`config.mk`:
```
export PLATFORM = sky130hd
export DESIGN_NAME = datalog_rtc_fault_log_regs
export DESIGN_NICKNAME = d
export VERILOG_FILES = /design/src/datalog_rtc_fault_log_regs.v /design/src/rtc_calendar.v
export VERILOG_INCLUDE_DIRS = /design/src
export SDC_FILE = /design/constraint.sdc
export NUM_CORES = 1
export LEC_CHECK = 0
export ABC_AREA = 1
export BUFFER_PORTS_ARGS = -buffer_cell sky130_fd_sc_hd__buf_2
export CORE_ASPECT_RATIO = 0.7
export CORE_MARGIN = 10
export CORE_UTILIZATION = 60
export CTS_CLUSTER_DIAMETER = 50
export DETAILED_ROUTE_END_ITERATION = 8
export PLACE_DENSITY = 0.8
export SKIP_CTS_REPAIR_TIMING = 1
export SLEW_MARGIN = 20
export SYNTH_ARGS = -nofsm -noshare
export SYNTH_HDL_FRONTEND = slang
export SYNTH_SLANG_ARGS = --single-unit
```
`constraint.sdc`:
```
create_clock -name ref_clk -period 5.5 [get_ports ref_clk]
set_clock_uncertainty 0.2 [all_clocks]
set_input_delay 1.1 -clock ref_clk [delete_from_list [all_inputs] [get_ports ref_clk]]
set_output_delay 1.1 -clock ref_clk [all_outputs]
set_load 0.005 [all_outputs]
```
`src/datalog_rtc_consts.vh`:
```
// How it works
// Date-set word: year bits 13..0, month 23..16, day 31..24; 15..14 ignored.
// Written date waits and is committed only when the time word is written.
// Host writes the date word first, then the time word.
// Time-set word: hours 7..0, minutes 15..8, seconds 23..16, top byte unused.
// Date read gives year, month, day and a date-set-since-reset flag in bit 14.
// Time read gives the same fields plus a time-set flag in bit 31.
// Reading the date captures the time; later time reads return that capture.
// Host reads the date word before the time word for a coherent pair.
// Sample period register is read-only and reports one millisecond.
// Log count register is read-only and reports valid logs, 0 to 12.
// Log select takes 0 to 11, default 0, naming the log to fetch from.
// Writing 1 to fetch-header requests the selected header; 0 does nothing.
// Writing a record number requests that record of the selected log.
// Header holds a read-only model identifier and a length of 126.
// Factory command and status registers are read-only with no function.
// Once committed, the clock advances each second with calendar rollover.
`ifndef DATALOG_RTC_CONSTS_VH
`define DATALOG_RTC_CONSTS_VH

// ==========================================================================
// Register addresses
// ==========================================================================
`define ADDR_MODEL_IDENTIFIER   16'h9ddb
`define ADDR_MODEL_LENGTH       16'h9ddc
`define ADDR_CLOCK_DATE_SET     16'h9ddd
`define ADDR_CLOCK_TIME_SET     16'h9ddf
`define ADDR_CLOCK_DATE_READ    16'h9de1
`define ADDR_CLOCK_TIME_READ    16'h9de3
`define ADDR_SAMPLE_PERIOD      16'h9de5
`define ADDR_FAULT_LOG_COUNT    16'h9de6
`define ADDR_FACTORY_COMMAND_A  16'h9de7
`define ADDR_FACTORY_STATUS     16'h9de8
`define ADDR_FAULT_LOG_SELECT   16'h9de9
`define ADDR_FETCH_HEADER       16'h9dea
`define ADDR_FETCH_RECORD       16'h9deb
`define ADDR_FACTORY_COMMAND_B  16'h9dec

// ==========================================================================
// Fixed values
// ==========================================================================
`define MODEL_IDENTIFIER_VAL    16'h5a5a
`define MODEL_LENGTH_VAL        16'h007e
`define SAMPLE_PERIOD_MS        16'h0001
`define LOG_SELECT_MAX          4'hb
`define LOG_SELECT_RESET        4'h0
`define FETCH_HEADER_GO         16'h0001

// ==========================================================================
// Field positions
// ==========================================================================
`define YEAR_HI                 13
`define YEAR_LO                 0
`define DATE_FLAG_BIT           14
`define MONTH_HI                23
`define MONTH_LO                16
`define DAY_HI                  31
`define DAY_LO                  24
`define HOUR_HI                 7
`define HOUR_LO                 0
`define MIN_HI                  15
`define MIN_LO                  8
`define SEC_HI                  23
`define SEC_LO                  16
`define TIME_FLAG_BIT           31

// ==========================================================================
// Calendar limits and timing
// ==========================================================================
`define SEC_LAST                8'h3b
`define MIN_LAST                8'h3b
`define HOUR_LAST               8'h17
`define MONTH_LAST              8'h0c
`define MONTH_FEB               8'h02
`define FIRST_OF                8'h01
`define CLOCK_HZ                40000000
`define SECOND_S                1

`endif

```
`src/datalog_rtc_fault_log_regs.v`:
```
`timescale 1ns/1ps
`include "datalog_rtc_consts.vh"

module datalog_rtc_fault_log_regs #(
    parameter SECOND_CYCLES = `CLOCK_HZ * `SECOND_S
) (
    input  wire        ref_clk,
    input  wire        rst_n,
    input  wire [15:0] addr,
    input  wire [31:0] wdata,
    input  wire        wr_stb,
    input  wire        rd_stb,
    output reg  [31:0] rdata_q,
    input  wire [3:0]  fault_log_count_in,
    output reg  [3:0]  log_select_q,
    output reg         fetch_header_pulse_q,
    output reg         fetch_record_pulse_q,
    output reg  [15:0] record_index_q
);

    // ======================================================================
    // Declarations
    // ======================================================================
    reg  [31:0] date_set_q;
    reg  [31:0] time_set_q;
    reg  [15:0] fetch_header_q;
    reg         date_valid_q;
    reg         time_valid_q;
    reg  [23:0] time_snap_q;
    reg  [25:0] tick_cnt_q;
    reg         tick_q;
    reg  [31:0] rdata_d;
    wire        wr_time;
    wire        rd_date;
    wire [13:0] cal_year;
    wire [7:0]  cal_month;
    wire [7:0]  cal_day;
    wire [7:0]  cal_hour;
    wire [7:0]  cal_min;
    wire [7:0]  cal_sec;
    wire [31:0] date_word;
    wire [31:0] time_word;

    // Sized last count of the second period (period minus one) for the counter compare
    localparam [31:0] TICK_LAST_W = SECOND_CYCLES - 1;
    localparam [25:0] TICK_LAST   = TICK_LAST_W[25:0];

    // ======================================================================
    // Access decode strobes
    // ======================================================================
    assign wr_time = wr_stb && (addr == `ADDR_CLOCK_TIME_SET);
    assign rd_date = rd_stb && (addr == `ADDR_CLOCK_DATE_READ);

    // ======================================================================
    // Writable registers
    // ======================================================================
    // the set words are held whole; fields are sliced on commit
    always @(posedge ref_clk) begin
        if (!rst_n) begin
            date_set_q     <= 32'h0000_0000;
            time_set_q     <= 32'h0000_0000;
            log_select_q   <= `LOG_SELECT_RESET;
            fetch_header_q <= 16'h0000;
            record_index_q <= 16'h0000;
        end else if (wr_stb) begin
            // a date write alone only stores, it commits nothing
            if (addr == `ADDR_CLOCK_DATE_SET) begin
                date_set_q <= wdata;
            end else if (addr == `ADDR_CLOCK_TIME_SET) begin
                time_set_q <= wdata;
            end else if (addr == `ADDR_FAULT_LOG_SELECT) begin
                // indices past the last log are ignored
                if (wdata[15:0] <= {12'h000, `LOG_SELECT_MAX}) begin
                    log_select_q <= wdata[3:0];
                end
            end else if (addr == `ADDR_FETCH_HEADER) begin
                fetch_header_q <= wdata[15:0];
            end else if (addr == `ADDR_FETCH_RECORD) begin
                record_index_q <= wdata[15:0];
            end
        end
    end

    // ======================================================================
    // Fetch request pulses to the log reader
    // ======================================================================
    // only a value of one starts a header fetch
    // every record write starts a record fetch
    always @(posedge ref_clk) begin
        if (!rst_n) begin
            fetch_header_pulse_q <= 1'b0;
            fetch_record_pulse_q <= 1'b0;
        end else begin
            fetch_header_pulse_q <= wr_stb &&
                                    (addr == `ADDR_FETCH_HEADER) &&
                                    (wdata[15:0] == `FETCH_HEADER_GO);
            fetch_record_pulse_q <= wr_stb && (addr == `ADDR_FETCH_RECORD);
        end
    end

    // ======================================================================
    // Set-since-reset flags
    // ======================================================================
    // both flags rise on the commit, cleared only by reset
    always @(posedge ref_clk) begin
        if (!rst_n) begin
            date_valid_q <= 1'b0;
            time_valid_q <= 1'b0;
        end else if (wr_time) begin
            date_valid_q <= 1'b1;
            time_valid_q <= 1'b1;
        end
    end

    // ======================================================================
    // One-second tick
    // ======================================================================
    // Restarted on commit so that the first second after a set is not shortened
    // by up to one period; between commits it runs freely.
    always @(posedge ref_clk) begin
        if (!rst_n || wr_time) begin
            tick_cnt_q <= 26'h000_0000;
            tick_q     <= 1'b0;
        end else if (tick_cnt_q == TICK_LAST) begin
            tick_cnt_q <= 26'h000_0000;
            tick_q     <= time_valid_q;
        end else begin
            tick_cnt_q <= tick_cnt_q + 26'h000_0001;
            tick_q     <= 1'b0;
        end
    end

    // ======================================================================
    // Calendar
    // ======================================================================
    // date and time land together on the time write
    // counting only starts once the clock was committed
    rtc_calendar u_calendar (
        .ref_clk  (ref_clk),
        .rst_n    (rst_n),
        .load     (wr_time),
        .tick     (tick_q),
        .year_in  (date_set_q[`YEAR_HI:`YEAR_LO]),
        .month_in (date_set_q[`MONTH_HI:`MONTH_LO]),
        .day_in   (date_set_q[`DAY_HI:`DAY_LO]),
        .hour_in  (wdata[`HOUR_HI:`HOUR_LO]),
        .min_in   (wdata[`MIN_HI:`MIN_LO]),
        .sec_in   (wdata[`SEC_HI:`SEC_LO]),
        .year_q   (cal_year),
        .month_q  (cal_month),
        .day_q    (cal_day),
        .hour_q   (cal_hour),
        .min_q    (cal_min),
        .sec_q    (cal_sec)
    );

    // ======================================================================
    // Read words
    // ======================================================================
    // live date with flag in bit 14, bit 15 zero
    assign date_word = {cal_day, cal_month, 1'b0, date_valid_q, cal_year};
    // captured time with flag in bit 31, bits 30..24 zero
    assign time_word = {time_valid_q, 7'h00, time_snap_q};

    // date read freezes the time for the following time read
    always @(posedge ref_clk) begin
        if (!rst_n) begin
            time_snap_q <= 24'h00_0000;
        end else if (rd_date) begin
            time_snap_q <= {cal_sec, cal_min, cal_hour};
        end
    end

    // ======================================================================
    // Read data mux
    // ======================================================================
    // Unmapped and factory addresses read as zero
    always @* begin
        rdata_d = 32'h0000_0000;
        if (addr == `ADDR_MODEL_IDENTIFIER) begin
            // identifier value is arbitrary
            rdata_d = {16'h0000, `MODEL_IDENTIFIER_VAL};
        end else if (addr == `ADDR_MODEL_LENGTH) begin
            // fixed length
            rdata_d = {16'h0000, `MODEL_LENGTH_VAL};
        end else if (addr == `ADDR_CLOCK_DATE_SET) begin
            rdata_d = date_set_q;
        end else if (addr == `ADDR_CLOCK_TIME_SET) begin
            rdata_d = time_set_q;
        end else if (addr == `ADDR_CLOCK_DATE_READ) begin
            rdata_d = date_word;
        end else if (addr == `ADDR_CLOCK_TIME_READ) begin
            // coherent only after a date read
            rdata_d = time_word;
        end else if (addr == `ADDR_SAMPLE_PERIOD) begin
            // fixed period
            rdata_d = {16'h0000, `SAMPLE_PERIOD_MS};
        end else if (addr == `ADDR_FAULT_LOG_COUNT) begin
            // count from the log store
            rdata_d = {28'h000_0000, fault_log_count_in};
        end else if (addr == `ADDR_FAULT_LOG_SELECT) begin
            rdata_d = {28'h000_0000, log_select_q};
        end else if (addr == `ADDR_FETCH_HEADER) begin
            rdata_d = {16'h0000, fetch_header_q};
        end else if (addr == `ADDR_FETCH_RECORD) begin
            rdata_d = {16'h0000, record_index_q};
        end else if (addr == `ADDR_FACTORY_COMMAND_A ||
                     addr == `ADDR_FACTORY_STATUS ||
                     addr == `ADDR_FACTORY_COMMAND_B) begin
            // reserved, read-only zero, writes dropped
            rdata_d = 32'h0000_0000;
        end
    end

    // Read data stands only in the cycle after the strobe
    always @(posedge ref_clk) begin
        if (!rst_n) begin
            rdata_q <= 32'h0000_0000;
        end else if (rd_stb) begin
            rdata_q <= rdata_d;
        end else begin
            rdata_q <= 32'h0000_0000;
        end
    end

endmodule

```
`src/rtc_calendar.v`:
```
`timescale 1ns/1ps
`include "datalog_rtc_consts.vh"

module rtc_calendar (
    input  wire        ref_clk,
    input  wire        rst_n,
    input  wire        load,
    input  wire        tick,
    input  wire [13:0] year_in,
    input  wire [7:0]  month_in,
    input  wire [7:0]  day_in,
    input  wire [7:0]  hour_in,
    input  wire [7:0]  min_in,
    input  wire [7:0]  sec_in,
    output reg  [13:0] year_q,
    output reg  [7:0]  month_q,
    output reg  [7:0]  day_q,
    output reg  [7:0]  hour_q,
    output reg  [7:0]  min_q,
    output reg  [7:0]  sec_q
);

    // ======================================================================
    // Days in current month
    // ======================================================================
    reg        leap;
    reg [7:0]  month_days;

    // Gregorian leap rule, constant moduli only
    always @* begin
        leap = (year_q % 14'd4 == 14'd0) &&
               ((year_q % 14'd100 != 14'd0) ||
                (year_q % 14'd400 == 14'd0));
        case (month_q)
            8'h04, 8'h06, 8'h09, 8'h0b: month_days = 8'h1e;
            `MONTH_FEB:                 month_days = leap ? 8'h1d : 8'h1c;
            default:                    month_days = 8'h1f;
        endcase
    end

    // ======================================================================
    // Counting
    // ======================================================================
    // second rollover chain; load beats a tick in the same cycle
    always @(posedge ref_clk) begin
        if (!rst_n) begin
            year_q  <= 14'h0000;
            month_q <= 8'h00;
            day_q   <= 8'h00;
            hour_q  <= 8'h00;
            min_q   <= 8'h00;
            sec_q   <= 8'h00;
        end else if (load) begin
            year_q  <= year_in;
            month_q <= month_in;
            day_q   <= day_in;
            hour_q  <= hour_in;
            min_q   <= min_in;
            sec_q   <= sec_in;
        end else if (tick) begin
            if (sec_q < `SEC_LAST) begin
                sec_q <= sec_q + 8'h01;
            end else begin
                sec_q <= 8'h00;
                if (min_q < `MIN_LAST) begin
                    min_q <= min_q + 8'h01;
                end else begin
                    min_q <= 8'h00;
                    if (hour_q < `HOUR_LAST) begin
                        hour_q <= hour_q + 8'h01;
                    end else begin
                        hour_q <= 8'h00;
                        // Out-of-range written days still roll cleanly
                        if (day_q < month_days) begin
                            day_q <= day_q + 8'h01;
                        end else begin
                            day_q <= `FIRST_OF;
                            if (month_q < `MONTH_LAST) begin
                                month_q <= month_q + 8'h01;
                            end else begin
                                month_q <= `FIRST_OF;
                                year_q  <= year_q + 14'h0001;
                            end
                        end
                    end
                end
            end
        end
    end

endmodule

```
# Yosys cells after proc, flatten, opt, wreduce, memory -nomap -nowiden
# Cells that the tools add are included.
totals:
  latch_bits: 0
  rom_bits: 0
  register_bits: 240
  memories: 0
  input_bits: 56
  ramBits: 0
classes:
  muxes: 45
  n_mul: 0
  addsub: 7
  bitwise_logic: 7
  reduce_logical: 29
  div_mod_pow: 2
  n_shift: 0
  order_cmp: 6
  n_eq_ne: 23
ops:
  columns: ["op", "n"]
  rows:
  - ["8-bit 2-to-1 mux", 25]
  - ["16-bit equality test (second input constant)", 11]
  - ["32-bit 2-to-1 mux", 4]
  - ["14-bit 2-to-1 mux", 7]
  - ["16-bit 2-to-1 mux", 5]
  - ["8-bit by 1-bit adder with 8-bit output (second input constant)", 5]
  - ["15-bit 2-to-1 mux", 2]
  - ["14-bit logical NOT", 2]
  - ["26-bit by 1-bit adder with 26-bit output (second input constant)", 1]
  - ["26-bit equality test (second input constant)", 1]
  - ["16-bit by 1-bit equality test with 1-bit output (second input constant)", 1]
  - ["8-bit by 3-bit equality test with 1-bit output (second input constant)", 2]
  - ["8-bit by 4-bit equality test with 1-bit output (second input constant)", 2]
  - ["16-bit by 4-bit less-or-equal comparator with 1-bit output (second input constant)", 1]
  - ["8-bit by 6-bit less-than comparator with 1-bit output (second input constant)", 2]
  - ["8-bit one-hot mux with 2 select lines", 1]
  - ["5-bit AND reduction", 3]
  - ["14-bit by 1-bit adder with 14-bit output (second input constant)", 1]
  - ["14-bit by 7-bit modulo with 14-bit output (second input constant)", 1]
  - ["14-bit by 9-bit modulo with 14-bit output (second input constant)", 1]
  - ["14-bit nonzero test", 1]
  - ["6-bit AND reduction", 2]
  - ["2-bit inequality test (second input constant)", 5]
  - ["8-bit by 2-bit equality test with 1-bit output (second input constant)", 1]
  - ["15 further kinds", 32]

# Longest topological paths before layout
depth:
  ltp_word: 13
  mapped_depth: 51
  ltp_nobuf: 50

# Cells and area by module
# Synthesis repeated with hierarchy kept, for this count alone.
hier_totals:
  hier_cells: 1776
  area_unflattened_um2: 12418.2
modules_own_cells:
  columns: ["module", "area_per_inst_um2", "n_inst", "cells_each"]
  rows:
  - ["datalog_rtc_fault_log_regs", 8149.1, 1, 1115]
  - ["rtc_calendar", 4269.1, 1, 661]

# Worst setup path before layout
# Ideal clock, no wire load.
synth_path:
  kind: "reg2reg"
  from: "register u_calendar.year_q[9]"
  to: "register u_calendar.year_q[8]"
  n_path_buf: 1
  setup_slack_ns: 1.259
  setup_ns: 0.113
  path_stages_with_launch: 44
  arrival_ns: 3.928
  path_cell_list: "dfxtp_1 nor2_2 nand2_2 nand2_2 nand2_2 inv_2 nand3_1 a21boi_2 inv_2 o21ai_1 nand2_1 nor2_4 nand2_2 nand2_4 nand2_1 nand2_1 nand2_1 o21ai_0 (+8 left out) nand2_2 nand2_1 nand2_1 inv_1 nand3_1 nand2_1 nand3_1 nand2_1 nand2_1 nand2_1 nand2_1 nand2_2 nand2_4 nand2_4 nand3_4 buf_6 nor2_1 nor2_1"
synth_via:
  elab_chain_cells: 9
  word_cells_on_any_way: 11
  classes_between: "2 x div; 1 x order compare; 1 x eq/ne; 2 x mux; 5 x reduce/logical"
synth_rtl:
  columns: ["item", "line", "source"]
  rows:
  - ["start: declaration", "rtc_calendar.v:15", "output reg [13:0] year_q,"]
  - ["start signal: assignment", "rtc_calendar.v:54", "year_q <= year_in;"]
  - ["start signal: assignment", "rtc_calendar.v:82", "year_q <= year_q + 14'h0001;"]
  - ["14-bit by 7-bit modulo with 14-bit output or 14-bit by 9-bit modulo with 14-bit output (tied branches)", "rtc_calendar.v:32, rtc_calendar.v:33", null]
  - ["14-bit nonzero test or 14-bit logical NOT (tied branches)", "rtc_calendar.v:32, rtc_calendar.v:33", null]
  - ["1-bit logical OR (*)", "rtc_calendar.v:32", "((year_q % 14'd100 != 14'd0) ||"]
  - ["1-bit logical AND (*)", "rtc_calendar.v:31", "leap = (year_q % 14'd4 == 14'd0) &&"]
  - ["1-bit 2-to-1 mux (*)", "rtc_calendar.v:36", "`MONTH_FEB: month_days = leap ? 8'h1d : 8'h1c;"]
  - ["8-bit one-hot mux with 2 select lines (*)", "rtc_calendar.v:34", "case (month_q)"]
  - ["8-bit less-than comparator (*)", "rtc_calendar.v:74", "if (day_q < month_days) begin"]
  - ["2-bit inequality test (no source line) (*)", null, null]
  - ["6-bit AND reduction (no source line) (*)", null, null]
# Every way passes the cells marked *; elsewhere a longest branch is shown, timed or not.
# A chain may end at the register's enable or synchronous reset.

# Worst setup path in the final report
layout_path:
  from: "register u_calendar.year_q[12]"
  to: "register u_calendar.year_q[11]"
# The elaborated chain is that of the path after synthesis.

==> summary.txt <==
Run status
  – Outcome: finished with violations
  – Violations in the final reports: capacitance limit, slew limit

CTS
  – Clock Tree Root: clkbuf_16
  – Clock slew at reported path FFs: 0.07 ns
  – Maximum count of clock buffers along a single path: 3
  – Maximum level of the CTS H-tree: 1
  – Clock insertion delay at the later pin of the skew report: 0.53 ns
  – CTS tree: built
  – CTS Buf Count: 24
  – Number of clock sinks: 240

Setup path
  – Crit path max-delay cell type: dfxtp_2
  – Required arrival time at the worst endpoint: 5.72 ns
  – Crit path DAT: 5.33 ns
  – Crit Reg-Reg Startpoint: u_calendar.year_q[12]$_SDFFE_PN0P_
  – Largest fanout on the critical path: 16
  – Worst setup path endpoint: u_calendar.year_q[11]$_SDFFE_PN0P_
  – Worst path depth: 42
  – Setup slack of the most critical reg-to-reg path: 0.39 ns
  – Worst Setup SP: u_calendar.year_q[12]$_SDFFE_PN0P_
  – Setup crit start kind: flop
  – CP bufs+invs: 4
  – Kind of cell adding the most delay to the critical path: simple AND/OR/NAND/NOR gates
  – Destination of the worst register-to-register timing path: u_calendar.year_q[11]$_SDFFE_PN0P_
  – Maximum single-stage delay on the critical path: 0.38 ns
  – Register-to-Register Path Depth: 42
  – Crit path capture type: flop
  – Worst Setup Path Type: reg -> reg

GRT
  – First-pass GRT wire length: 59,300 um
  – Met1 Usage GRT: 37.8%
  – Most used routing layer: met2
  – Number of antenna violations at the first check in global routing: 0
  – Vias in the first global route: 11.3k
  – Routing usage on met3: 6.92%
  – Largest net degree at the start of global routing: 76
  – Total overflow reported by the global router: 0
  – Global-route track usage on met2: 43.1%
  – Global routing usage summed across all routing layers: 27.8%

Timing
  – RSZ-0062 raised after global routing: yes
  – Final critical path time including I/O delays and setup: 5.11 ns
  – Count of endpoints failing setup in the final report: 0
  – Slew at the pin closest to its max-slew limit: 1.51 ns
  – Worst max-slew margin expressed relative to the limit: -1.22%
  – Number of hold violations in the final report: 0
  – Final period util: 92.9%
  – Accumulated negative setup slack: 0 ns
  – Final slew viol count: 14
  – Max Clock Freq: 196 MHz

Final layout
  – Fill cell instance count of the final layout: 1,628
  – Layout-stage area growth over the synthesis result: 15.1%
  – Nets@finish: 1,829
  – Fraction of final layout cells sized beyond drive strength 1: 14.6%
  – Fin cells: 2,043
  – ANT cells: 0

Logic synthesis
  – Number of synthesis warnings: 0
  – Number of synthesized register bits: 240
  – Synthesized area per cell: 7.09 um2
  – Count of mapped cells out of synthesis: 1,671
  – EDFF count, synth: 0
  – Most instantiated flip-flop cell in the synthesis netlist: dfxtp_1
  – Proportion of synthesized chip area in sequential cells: 40.6%
  – Proportion of register bits with asynchronous set or reset after synthesis: 0%
  – Synthesized net count: 1,739
  – Distinct cell type count of the synthesized netlist: 53
  – Combined area of all synthesized cells: 11,800 um2

Pwr
  – Worst VDD drop: 0.230 mV
  – Power Density: 270 nW/um2
  – Portion of total power attributed to the clock network: 49.8%
  – Static leakage: 0.00595 uW
  – Switching power: 814 uW
  – Fraction of power spent switching nets: 22.1%
  – Proportion of power drawn by flip-flops and latches: 47.3%
  – Combinational group share of total power: 2.9%
  – Internal power consumption: 2870 uW

Detailed routing
  – Ratio of routed vias to standard cells: 6.04
  – Initial drt markers: 1,776
  – DRT antenna net count: 0
  – Number of design rule violations left after detail routing: 0
  – Final routed wire length divided by cell count: 18.5 um
  – Drt total wl: 37,800 um
  – Total via count after detailed routing: 12.3k
  – First-pass DRT Iterations: 8

Floorplanning
  – Number of rows created at floorplan: 42
  – Die span in x: 188 um
  – Area of the die: 25,800 um2
  – Top-level port count: 110
  – Initial core utilization: 61.9%
  – Die span in y: 138 um
  – Placeable Area: 19,100 um2

Placed design
  – Half-perimeter wire length after detailed placement: 26,400 um
  – Routability cong.: 0.970
  – IO Port Bufs: 109
  – Instance count after placement with tap cells included: 1,992

Run
  – Max Cap Viol: 1

Worst hold path
  – Path category of the worst min-delay check: reg -> reg
## worst reg2reg max path, delay by kind of cell, from the launching register on
family	cells	cell delay, ns
compound gates	2	0.30
buf+inv	4	0.40
simple gates	36	3.71
flops	1	0.38
## flip-flops by register name, summed over array words and instances (netlist names), 14 cells and up
signal             cells
time_snap_q           24
fetch_header_q        16
rdata_q               32
date_set_q            32
record_index_q        16
u_calendar.year_q     14
time_set_q            32
tick_cnt_q            26
## logic make-up (layout without fill, tap and decap cells)
group	after synthesis	count (layout)	synth area share (%)
compound gates	458	458	21.7
xor+xnor	28	28	2.07
fa+ha+maj	12	12	1.27
buf+inv	273	378	8.83
flops	240	240	40.6
mux	1	1	0.0845
simple gates	659	662	25.4
## per-stage QoR
step           hold WS, ns  setup slack, ns  util (%)  power, uW  instance area (um2)
2_1_floorplan        0.218             1.26         -       1830                11800
3_3_place_gp         0.236            0.605      66.0       1880                12600
3_5_place_dp         0.247            0.347      66.0       1880                12600
4_1_cts              0.256            0.280      70.6       3690                13500
5_1_grt              0.288          -0.0147      71.2       3760                13600
6_report             0.252            0.393      71.2       3680                13600
## worst min-delay path by stage
stage	start	endpoint	slack [ns]	cells after the start
final	time_set_q[31]$_SDFFE_PN0P_	time_set_q[31]$_SDFFE_PN0P_	0.25	2
after global routing	time_set_q[28]$_SDFFE_PN0P_	time_set_q[28]$_SDFFE_PN0P_	0.29	2
after CTS	time_set_q[31]$_SDFFE_PN0P_	time_set_q[31]$_SDFFE_PN0P_	0.26	2
after detailed placement	time_set_q[31]$_SDFFE_PN0P_	time_set_q[31]$_SDFFE_PN0P_	0.25	2
after global placement	tick_cnt_q[0]$_SDFF_PP0_	tick_cnt_q[0]$_SDFF_PP0_	0.24	1
after floorplan	tick_cnt_q[0]$_SDFF_PP0_	tick_cnt_q[0]$_SDFF_PP0_	0.22	1
## power by group through the flow
stage / logic, uW / clock network [uW] / registers, uW
after floorplan: 47.0 / 0 / 1780
after global placement: 99.3 / 0 / 1780
after detailed placement: 100 / 0 / 1780
after CTS: 101 / 1840 / 1740
after global routing: 111 / 1910 / 1740
final: 106 / 1830 / 1740
## area by class of cell
cell class / count / area [um2] / share of cell area, %
clock buffer: 31 / 667 / 4.89
clock inverter: 13 / 218 / 1.60
inverter: 197 / 739 / 5.43
multi-input combinational: 1161 / 6090 / 44.7
sequential: 240 / 4810 / 35.3
tap: 264 / 330 / 2.42
timing repair buffer: 137 / 771 / 5.66
## cells in the final DEF (no fill, tap or decap), types with 5 or more instances in the layout
master / Yosys / final
a211oi_1: 16 / 16
clkinv_1: 7 / 7
o21ai_0: 182 / 181
nand3_4: 3 / 5
a22oi_1: 5 / 5
ha_1: 12 / 12
nor2_2: 4 / 9
inv_1: 183 / 182
inv_2: 7 / 8
nand2_4: 7 / 7
buf_2: 5 / 108
o2111ai_1: 5 / 5
dfxtp_2: 0 / 5
a311oi_1: 6 / 6
dfxtp_1: 240 / 235
xor2_1: 24 / 24
a31oi_1: 21 / 21
o22ai_1: 6 / 6
nor4_1: 20 / 19
nand3_1: 84 / 83
nand3_2: 3 / 5
or2_2: 6 / 6
nand4_1: 24 / 24
o21ai_1: 6 / 6
o221ai_1: 5 / 5
bufinv_16: 0 / 5
clkbuf_16: 0 / 24
a21oi_1: 162 / 162
nor2_1: 155 / 149
nand2_1: 269 / 267
buf_4: 0 / 28
o211ai_1: 23 / 23
nor3_1: 48 / 48
nand2_2: 24 / 25
## layer usage
metal	up-vias	routed length (um)
li1	5845	-
met5	-	0
met1	5676	16100
met4	0	944
met2	746	16200
met3	80	4580
## synth_stat cells (6+ instances only)
master    instances  area, um2
o21ai_1           6       30.0
nand2_2          24        150
nor2_1          155        582
dfxtp_1         240       4800
o21ai_0         182        911
or2_2             6       37.5
a21oi_1         162        811
nor4_1           20        125
nand2_1         269       1010
nand3_1          84        420
nand2_4           7       78.8
nor3_1           48        240
a211oi_1         16        120
a31oi_1          21        131
inv_1           183        687
o22ai_1           6       37.5
xor2_1           24        210
a311oi_1          6       52.6
clkinv_1          7       26.3
o211ai_1         23        173
nand4_1          24        150
clkbuf_1         66        248
ha_1             12        150
inv_2             7       26.3
Note: power is estimated with default switching activity, not from simulation.
